<file path="src/qmtu_pkg.sv">
// Shared constants and types for the quad-mode timer unit.
`default_nettype none
package qmtu_pkg;
    // =====================================================================
    // Sizes
    localparam int QMTU_NUM_TIMERS = 3;
    localparam int QMTU_WIDTH = 32;
    localparam int QMTU_WDOG_INDEX = 2;
    // =====================================================================
    // Mode encodings
    localparam logic [1:0] QMTU_MODE_SYSCLK = 2'h0;
    localparam logic [1:0] QMTU_MODE_GPIO_EDGE = 2'h1;
    localparam logic [1:0] QMTU_MODE_PULSE = 2'h2;
    localparam logic [1:0] QMTU_MODE_TICK = 2'h3;
    // =====================================================================
    // Counter values: reset, maximum and increment
    localparam logic [31:0] QMTU_TICK_RESET = 32'h0000_0000;
    localparam logic [31:0] QMTU_TICK_MAX = 32'hFFFF_FFFF;
    localparam logic [31:0] QMTU_TICK_ONE = 32'h0000_0001;
    typedef enum logic [1:0] {QMTU_PW_IDLE, QMTU_PW_ARMED, QMTU_PW_COUNT, QMTU_PW_DONE} qmtu_pw_e;
endpackage
`default_nettype wire

</file>
<file path="src/qmtu_timer.sv">
// One timer channel with four counting modes and an optional watchdog.
`default_nettype none
module qmtu_timer
    import qmtu_pkg::*;
#(
    parameter bit WDOG_CAPABLE = 1'b0
)
(
    // Clock and reset
    input wire logic clk,
    input wire logic rst_n,
    // Control
    input wire logic enable,
    input wire logic soft_reset,
    input wire logic [1:0] mode,
    input wire logic watchdog_en,
    input wire logic [qmtu_pkg::QMTU_WIDTH-1:0] init_tick,
    input wire logic [qmtu_pkg::QMTU_WIDTH-1:0] compare,
    input wire logic gpio,
    // Status
    output logic [qmtu_pkg::QMTU_WIDTH-1:0] tick,
    output logic irq,
    output logic match_status,
    output logic chip_reset
);
    // =====================================================================
    // Edge detection and control
    logic gpio_q;
    logic enable_q;
    logic gpio_rise;
    logic gpio_fall;
    logic start;
    logic hit;
    qmtu_pw_e pw_state;

    assign gpio_rise = gpio && !gpio_q;
    assign gpio_fall = !gpio && gpio_q;
    assign start = enable && !enable_q;
    assign hit = (tick == compare);

    always_ff @(posedge clk or negedge rst_n)
    begin
        if (!rst_n)
        begin
            gpio_q <= 1'b0;
            enable_q <= 1'b0;
        end
        else if (soft_reset)
        begin
            gpio_q <= 1'b0;
            enable_q <= 1'b0;
        end
        else
        begin
            gpio_q <= gpio;
            enable_q <= enable;
        end
    end

    // =====================================================================
    // Pulse-width sequencer
    always_ff @(posedge clk or negedge rst_n)
    begin
        if (!rst_n)
            pw_state <= QMTU_PW_IDLE;
        else if (soft_reset || !enable || mode != QMTU_MODE_PULSE)
            pw_state <= QMTU_PW_IDLE;
        else
        begin
            case (pw_state)
                QMTU_PW_IDLE: pw_state <= QMTU_PW_ARMED;
                QMTU_PW_ARMED: if (gpio_rise) pw_state <= QMTU_PW_COUNT; // see RULE_06
                QMTU_PW_COUNT: if (gpio_fall) pw_state <= QMTU_PW_DONE; // see RULE_16
                QMTU_PW_DONE: pw_state <= QMTU_PW_DONE;
                default: pw_state <= QMTU_PW_IDLE;
            endcase
        end
    end

    // =====================================================================
    // Tick counter
    always_ff @(posedge clk or negedge rst_n)
    begin
        if (!rst_n)
            tick <= QMTU_TICK_RESET;
        else if (soft_reset)
            tick <= QMTU_TICK_RESET; // see RULE_14
        else if (start)
            tick <= init_tick;
        else if (enable) // see RULE_12
        begin
            case (mode)
                QMTU_MODE_SYSCLK: tick <= hit ? QMTU_TICK_RESET : tick + QMTU_TICK_ONE; // see RULE_02 RULE_03 RULE_10
                QMTU_MODE_GPIO_EDGE:
                    if (hit)
                        tick <= QMTU_TICK_RESET; // see RULE_05 RULE_10
                    else if (gpio_rise)
                        tick <= tick + QMTU_TICK_ONE; // see RULE_04
                QMTU_MODE_PULSE:
                    if (pw_state == QMTU_PW_COUNT && !gpio_fall)
                        tick <= tick + QMTU_TICK_ONE; // see RULE_06
                QMTU_MODE_TICK: tick <= tick + QMTU_TICK_ONE; // see RULE_08 RULE_09
                default: tick <= tick;
            endcase
        end
    end

    // =====================================================================
    // Interrupt, status and watchdog
    // The watchdog reset is held until the system reset or the timer's soft_reset clears it, so it cannot be missed.
    always_ff @(posedge clk or negedge rst_n)
    begin
        if (!rst_n)
        begin
            irq <= 1'b0;
            match_status <= 1'b0;
            chip_reset <= 1'b0;
        end
        else if (soft_reset)
        begin
            irq <= 1'b0;
            match_status <= 1'b0;
            chip_reset <= 1'b0;
        end
        else
        begin
            irq <= 1'b0;
            if (enable && !start)
            begin
                if (mode == QMTU_MODE_SYSCLK && hit)
                begin
                    if (WDOG_CAPABLE && watchdog_en)
                        chip_reset <= 1'b1; // see RULE_11 RULE_17
                    else
                        irq <= 1'b1; // see RULE_03
                    match_status <= 1'b1;
                end
                if (mode == QMTU_MODE_GPIO_EDGE && hit)
                    irq <= 1'b1; // see RULE_05
                if (mode == QMTU_MODE_PULSE && pw_state == QMTU_PW_COUNT && gpio_fall)
                    irq <= 1'b1; // see RULE_07
            end
        end
    end

    // =====================================================================
    // Checks
    tick_mode_no_irq_a: assert property (@(posedge clk) disable iff (!rst_n) // see RULE_08
        (mode == QMTU_MODE_TICK && $stable(mode)) |=> !irq)
        else $error("Interrupt raised in tick mode.");
    sysclk_clear_a: assert property (@(posedge clk) disable iff (!rst_n || soft_reset) // see RULE_03
        (enable && !start && mode == QMTU_MODE_SYSCLK && hit) |=> (tick == QMTU_TICK_RESET))
        else $error("Counter not cleared on compare match.");
    sysclk_incr_a: assert property (@(posedge clk) disable iff (!rst_n || soft_reset) // see RULE_02
        (enable && !start && mode == QMTU_MODE_SYSCLK && !hit) |=> (tick == $past(tick) + QMTU_TICK_ONE))
        else $error("Counter did not advance by one.");
    disabled_hold_a: assert property (@(posedge clk) disable iff (!rst_n || soft_reset) // see RULE_12
        (!enable && !start) |=> $stable(tick))
        else $error("Counter moved while disabled.");
    tick_wrap_a: assert property (@(posedge clk) disable iff (!rst_n || soft_reset) // see RULE_09
        (enable && !start && mode == QMTU_MODE_TICK && tick == QMTU_TICK_MAX) |=> (tick == QMTU_TICK_RESET))
        else $error("Tick counter did not wrap to zero.");
    pulse_hold_a: assert property (@(posedge clk) disable iff (!rst_n || soft_reset) // see RULE_16
        (pw_state == QMTU_PW_DONE && enable && mode == QMTU_MODE_PULSE) |=> $stable(tick))
        else $error("Pulse count moved after falling edge.");
    pulse_irq_a: assert property (@(posedge clk) disable iff (!rst_n || soft_reset) // see RULE_07
        (enable && !start && mode == QMTU_MODE_PULSE && pw_state == QMTU_PW_COUNT && gpio_fall) |=> irq)
        else $error("No interrupt at pulse end.");
    edge_hold_a: assert property (@(posedge clk) disable iff (!rst_n || soft_reset) // see RULE_04
        (enable && !start && mode == QMTU_MODE_GPIO_EDGE && !hit && !gpio_rise) |=> $stable(tick))
        else $error("Edge counter moved without an edge.");
    soft_reset_a: assert property (@(posedge clk) disable iff (!rst_n) // see RULE_14
        soft_reset |=> (tick == QMTU_TICK_RESET && !irq && !chip_reset))
        else $error("Software reset did not clear the timer.");
    cov_match_c: cover property (@(posedge clk) disable iff (!rst_n) irq && mode == QMTU_MODE_SYSCLK);
    cov_pulse_c: cover property (@(posedge clk) disable iff (!rst_n) pw_state == QMTU_PW_DONE);
    cov_wdog_c: cover property (@(posedge clk) disable iff (!rst_n) chip_reset);
endmodule // qmtu_timer
`default_nettype wire

</file>
<file path="src/qmtu_top.sv">
// Top of the quad-mode timer unit: three timers, reset synchroniser, output flops.
`default_nettype none
// =========================================================================
// How it works
// RULE_01: Three independent timers, each selectable into any of four modes.
// RULE_02: System-clock mode counts up by one per clock from initial value.
// RULE_03: System-clock mode on compare match interrupts, clears counter, updates status.
// RULE_04: GPIO edge mode counts each GPIO rising edge from initial value.
// RULE_05: GPIO edge mode on compare match interrupts and clears counter.
// RULE_06: Pulse mode waits for GPIO rise, then counts system clocks.
// RULE_07: Pulse mode interrupts on GPIO falling edge.
// RULE_08: Tick mode counts every clock and never interrupts.
// RULE_09: Tick mode wraps from all ones back to zero.
// RULE_10: Compare modes reload from zero and interrupt on every match; a watchdog match on the third timer raises chip reset, not an interrupt.
// RULE_11: Only the third timer offers a watchdog that resets the chip.
// RULE_12: No timer counts until firmware enables it.
// RULE_13: Firmware should load initial tick of zero before enabling.
// RULE_14: Software reset bit returns a timer to its default state.
// RULE_15: Counters and compare values are thirty-two bits wide.
// RULE_16: Pulse mode holds count after falling edge until restart.
// RULE_17: Watchdog match asserts chip reset instead of an interrupt.
module qmtu_top
    import qmtu_pkg::*;
(
    // Clock and reset
    input wire logic clk,
    input wire logic reset_n,
    // Per-timer control and the shared watchdog enable
    input wire logic [qmtu_pkg::QMTU_NUM_TIMERS-1:0] timer_enable,
    input wire logic [qmtu_pkg::QMTU_NUM_TIMERS-1:0] timer_soft_reset,
    input wire logic [2*qmtu_pkg::QMTU_NUM_TIMERS-1:0] timer_mode,
    input wire logic [qmtu_pkg::QMTU_NUM_TIMERS*qmtu_pkg::QMTU_WIDTH-1:0] timer_init_tick,
    input wire logic [qmtu_pkg::QMTU_NUM_TIMERS*qmtu_pkg::QMTU_WIDTH-1:0] timer_compare,
    input wire logic [qmtu_pkg::QMTU_NUM_TIMERS-1:0] timer_gpio,
    input wire logic watchdog_en,
    // Status
    output logic [qmtu_pkg::QMTU_NUM_TIMERS*qmtu_pkg::QMTU_WIDTH-1:0] timer_tick,
    output logic [qmtu_pkg::QMTU_NUM_TIMERS-1:0] timer_irq,
    output logic [qmtu_pkg::QMTU_NUM_TIMERS-1:0] timer_match_status,
    output logic chip_reset
);
    // =====================================================================
    // Reset release
    logic rst_meta;
    logic rst_n;
    always_ff @(posedge clk or negedge reset_n)
    begin
        if (!reset_n)
        begin
            rst_meta <= 1'b0;
            rst_n <= 1'b0;
        end
        else
        begin
            rst_meta <= 1'b1;
            rst_n <= rst_meta;
        end
    end

    // =====================================================================
    // Timer channels
    // Wide port buses are used instead of arrays to keep the top plain for any bench.
    logic [QMTU_NUM_TIMERS*QMTU_WIDTH-1:0] tick_w;
    logic [QMTU_NUM_TIMERS-1:0] irq_w;
    logic [QMTU_NUM_TIMERS-1:0] status_w;
    logic [QMTU_NUM_TIMERS-1:0] wdog_w;

    for (genvar i = 0; i < QMTU_NUM_TIMERS; i++)
    begin : g_timer
        qmtu_timer #(
            .WDOG_CAPABLE(i == QMTU_WDOG_INDEX) // see RULE_11
        ) u_timer (
            .clk(clk),
            .rst_n(rst_n),
            .enable(timer_enable[i]),
            .soft_reset(timer_soft_reset[i]), // see RULE_14
            .mode(timer_mode[2*i +: 2]), // see RULE_01
            .watchdog_en(watchdog_en),
            .init_tick(timer_init_tick[QMTU_WIDTH*i +: QMTU_WIDTH]), // see RULE_15
            .compare(timer_compare[QMTU_WIDTH*i +: QMTU_WIDTH]),
            .gpio(timer_gpio[i]),
            .tick(tick_w[QMTU_WIDTH*i +: QMTU_WIDTH]),
            .irq(irq_w[i]),
            .match_status(status_w[i]),
            .chip_reset(wdog_w[i])
        );
    end

    // =====================================================================
    // Output registers
    always_ff @(posedge clk or negedge rst_n)
    begin
        if (!rst_n)
        begin
            timer_tick <= '0;
            timer_irq <= '0;
            timer_match_status <= '0;
            chip_reset <= 1'b0;
        end
        else
        begin
            timer_tick <= tick_w;
            timer_irq <= irq_w;
            timer_match_status <= status_w;
            chip_reset <= |wdog_w; // see RULE_17
        end
    end

    wdog_only_third_a: assert property (@(posedge clk) disable iff (!rst_n) // see RULE_11
        (wdog_w[0] == 1'b0 && wdog_w[1] == 1'b0))
        else $error("Watchdog reset from a timer other than the third.");
    irq_follows_a: assert property (@(posedge clk) disable iff (!rst_n) // see RULE_03
        irq_w[0] |=> timer_irq[0])
        else $error("Interrupt output lags more than one cycle.");
    cov_all_irq_c: cover property (@(posedge clk) disable iff (!rst_n) &timer_irq);
endmodule // qmtu_top
`default_nettype wire

</file>
<file path="config.mk">
export PLATFORM = sky130hd
export DESIGN_NAME = qmtu_top
export DESIGN_NICKNAME = d
export VERILOG_FILES = /design/src/qmtu_pkg.sv /design/src/qmtu_timer.sv /design/src/qmtu_top.sv
export SDC_FILE = /design/constraint.sdc
export NUM_CORES = 1
export LEC_CHECK = 0
export BUFFER_PORTS_ARGS = -buffer_cell sky130_fd_sc_hd__buf_4
export CAP_MARGIN = 25
export CELL_PAD_IN_SITES_DETAIL_PLACEMENT = 2
export CELL_PAD_IN_SITES_GLOBAL_PLACEMENT = 2
export CORE_ASPECT_RATIO = 1.75
export CORE_MARGIN = 5
export CORE_UTILIZATION = 32
export CTS_CLUSTER_SIZE = 16
export DETAILED_ROUTE_END_ITERATION = 10
export PLACE_DENSITY = 0.82
export SYNTH_ARGS = -nofsm -noshare
export SYNTH_HDL_FRONTEND = slang
export SYNTH_SLANG_ARGS = --single-unit
</file>
<file path="constraint.sdc">
create_clock -name clk -period 7.38 [get_ports clk]
set_input_delay 0.738 -clock clk [delete_from_list [all_inputs] [get_ports clk]]
set_output_delay 0.738 -clock clk [all_outputs]
set_load 0.01 [all_outputs]
</file>
==> metrics <==
final worst-path cycle share=0.474; post-route clock skew=19.5 ps; I/O pin total=between 300 and 400; Post-Place Cell Area=around 14,000 um^2; worst slew pin tran=between 1000 and 1500 ps; crit path from=g_timer[1].u_timer.tick[13]; Syn Inst Count=roughly 1,100; Critical Path Slowest Stage Cell=nor4_1; WL/cell=26.0 um; sw frac=0.276; largest cells by area after synthesis=dfrtp_1, xor2_1, a21oi_1; Core Area=roughly 34,000 um^2; leakage power=~6.7 nW; initial antenna violation count=6; GRT Total Usage=0.250; Worst Hold Class=flip-flop to flip-flop; CP bufs+invs=1; DRC errors left=0; Die ar.=~38,000 um^2; Register-to-Register Setup Slack=slightly below 4000 ps; PortBufs=around 310; unrepaired setup endpoints after global routing=false; Final HPWL DP=roughly 37,000 um; Final setup viols=0; gr ovfl total=0; slowest stage delay, CP=650 ps; final hold violation count=0; footprint of the multi-input gates=5120 um^2; Clk pin slew, worst setup/hold paths=60 ps; first-pass GRT wire length=around 74,000 um; number of flops mapped to enable cells by yosys=0; mapped cell area=between 10,000 and 15,000 um^2; setup_tns=0 ps; Seq/Total Area, Yosys=0.499; library cells used by synthesis=56; Slew Limit Fails=0; sequential power share=0.437; cell count of the worst reg-to-reg path=8; Avg Cell Area, Syn=9.82 um^2; clock power share=0.424; Pwr Total=approximately 0.0031 W; CTS tree=yes; synthesized net count=between 1,000 and 1,500; Routed WL=49,200 um; reg-to-reg startpoint=g_timer[1].u_timer.tick[13]; design area=14,700 um^2; share of total power in combinational logic=0.139; Root Buffer=clkbuf_16; CTS Sinks=220; WP data arrival=3900 ps; fmax=~290 MHz; top flop regs=g_timer.u_timer.tick (96), timer_tick (96), g_timer.u_timer.pw_state (6); num rows=90; Max-Cap Viols=0; Yosys warning total=0; layout cells sized above 1=0.272; CP top delay family=simple AND/OR/NAND/NOR gates; post-synth top area share=0.499; worst-path cell chain=xor2_1, nor4_1, nand4_1, o21ai_2, nand2_1, buf_4, a221oi_1, nor3_1; Crit Path Category=flip-flop to flip-flop; placer's final routability congestion estimate=between 0.8 and 0.9; synthesis-to-layout area growth=33.4%; Via density=approximately 5.6; ys flop type=dfrtp_1; pwr/cell area=between 200 and 250 nW/um^2; H-tree levels=1; clk buf depth=3; status=finished clean; number of global-route vias before repair=11,900; Yosys top cell by area=dfrtp_1; clk_lat worst skew=between 500 and 600 ps; DRT iter0 DRCs=387; fill count=about 3,700; Final min period=3500 ps; worst vdd ir=0.000156 V; CP Capture Point=g_timer[1].u_timer.tick[10]; Starting Density=0.321; register area=~5500 um^2; largest net degree at the start of global routing=111; Num CTS Buffers=24; Pre-antenna DRT Iters=4; final-stage net count=approximately 1,600; via count=between 10,000 and 15,000; CP Max Fanout=33; Yosys reg bits=between 200 and 250; R2R Path End=g_timer[1].u_timer.tick[10]; Chip Width=~150 um; Rel. slew slack=0.282; height of the die=256 um; Internal=0.00225 W; ys async rst share=1.00; Setup Fix Bufs, Post-CTS=0; CP required=roughly 7800 ps; number of routed nets with antenna violations=0; Worst Setup Start Kind=flip-flop; Psw=roughly 0.00086 W; CP endpoint kind=flip-flop; Critical Path Stages=8
## cell families (layout without fill, tap and decap cells)
family	count (synthesis)	in the layout	share of synthesized area
and+or+nand+nor	406	406	0.201
AOI/OAI and AO/OA	256	256	0.157
DFF	220	220	0.499
xor gates and xnor gates	124	124	0.0984
buffers and inverters	114	416	0.0409
adders and majority gates	3	3	0.00340
other	1	5	0.000340
## synthesized netlist by cell type (2+ instances only)
library cell  instances
inv_1                43
or3_1                 5
nor3_2                2
and2_1                5
o22ai_1               7
nand2b_1             36
nand2_1              59
o211ai_1              4
and4_1                5
nor4_1               57
buf_1                 3
nand3b_1              5
nor3_1               60
and3_1               14
or2_2                 9
a211oi_1              7
nor2_1               50
a21oi_1             117
or4_1                 4
nand3_1              28
xor2_1              112
o32ai_1              50
a211o_1               2
ha_1                  3
dfrtp_1             220
clkbuf_1             61
nand4_1              28
nor3b_1               5
o21ai_0               6
buf_2                 4
nor2b_1              27
a22oi_1              11
o31a_1                3
nor4b_1               2
o2111a_1              3
a31oi_1               5
a221oi_1             31
buf_6                 2
xnor2_1              12
## worst register-to-register path, stage by stage, from the launching register on
cell and delay, ps:
dfrtp_1 510, xor2_1 220, nor4_1 650, nand4_1 290, o21ai_2 420, nand2_1 480, buf_4 420, a221oi_1 270
nor3_1 100
## cells in the final DEF, fill, tap and decap left out, drive strengths merged, types with 7 or more instances in the layout
cell / synthesis / routed
a211oi: 7 / 7
a21oi: 117 / 117
a221oi: 31 / 31
a22oi: 11 / 11
and3: 14 / 14
buf: 10 / 329
clkbuf: 61 / 33
dfrtp: 220 / 220
inv: 43 / 44
nand2: 59 / 59
nand2b: 36 / 36
nand3: 28 / 28
nand4: 28 / 28
nor2: 50 / 50
nor2b: 27 / 27
nor3: 62 / 62
nor4: 57 / 57
o21ai: 8 / 8
o22ai: 7 / 7
o32ai: 50 / 50
or2: 9 / 9
xnor2: 12 / 12
xor2: 112 / 112
## area by class of cell
type / instances / share of cell area
well taps: 460 / 0.0391
repair buffers: 330 / 0.170
clock buffers: 33 / 0.0458
flip-flops and latches: 220 / 0.374
clock inverters: 10 / 0.0114
diodes: 4 / 0.000680
inverters: 43 / 0.0110
multi-input cells: 790 / 0.348
## per-stage QoR
step	utilization	std cells	hold slack [ps]	worst slack, ps
4_1_cts	0.428	1885	354	3870
3_5_place_dp	0.403	1841	336	3610
5_1_grt	0.429	1889	363	3660
2_1_floorplan	-	1124	331	795
3_3_place_gp	0.403	1840	334	3710
6_report	0.429	1890	350	3880
## layer usage
layer	global-route usage	wire, um	vias up
met5	0	33	-
met4	0.107	2040	4
met3	0.0671	3720	94
met2	0.479	27600	354
met1	0.244	15800	5383
li1	-	-	4690
## worst min-delay path by stage
stage                     depth (start not counted)                   start            to
after floorplan                                   0                rst_meta         rst_n
after global placement                            0  g_timer[0].u_timer.irq  timer_irq[0]
after detailed placement                          0  g_timer[2].u_timer.irq  timer_irq[2]
after CTS                                         0  g_timer[1].u_timer.irq  timer_irq[1]
after global routing                              0  g_timer[1].u_timer.irq  timer_irq[1]
final                                             0  g_timer[1].u_timer.irq  timer_irq[1]
## repair_timing
| action | in CTS | in global routing |
|---|---|---|
| endpoints found under the hold margin | 2 | 0 |
| resized for setup | 0 | 0 |
| hold buffers | 1 | 0 |
## power by group through the flow
stage | clock, W | sequential, W | combinational, W
CTS | 0.00135 | 0.00136 | 0.000435
global route | 0.00140 | 0.00137 | 0.000465
floorplan | 0 | 0.00137 | 0.000183
finish | 0.00132 | 0.00136 | 0.000430
detailed placement | 0 | 0.00138 | 0.000430
global placement | 0 | 0.00138 | 0.000412
(Power assumes the default switching activity.)
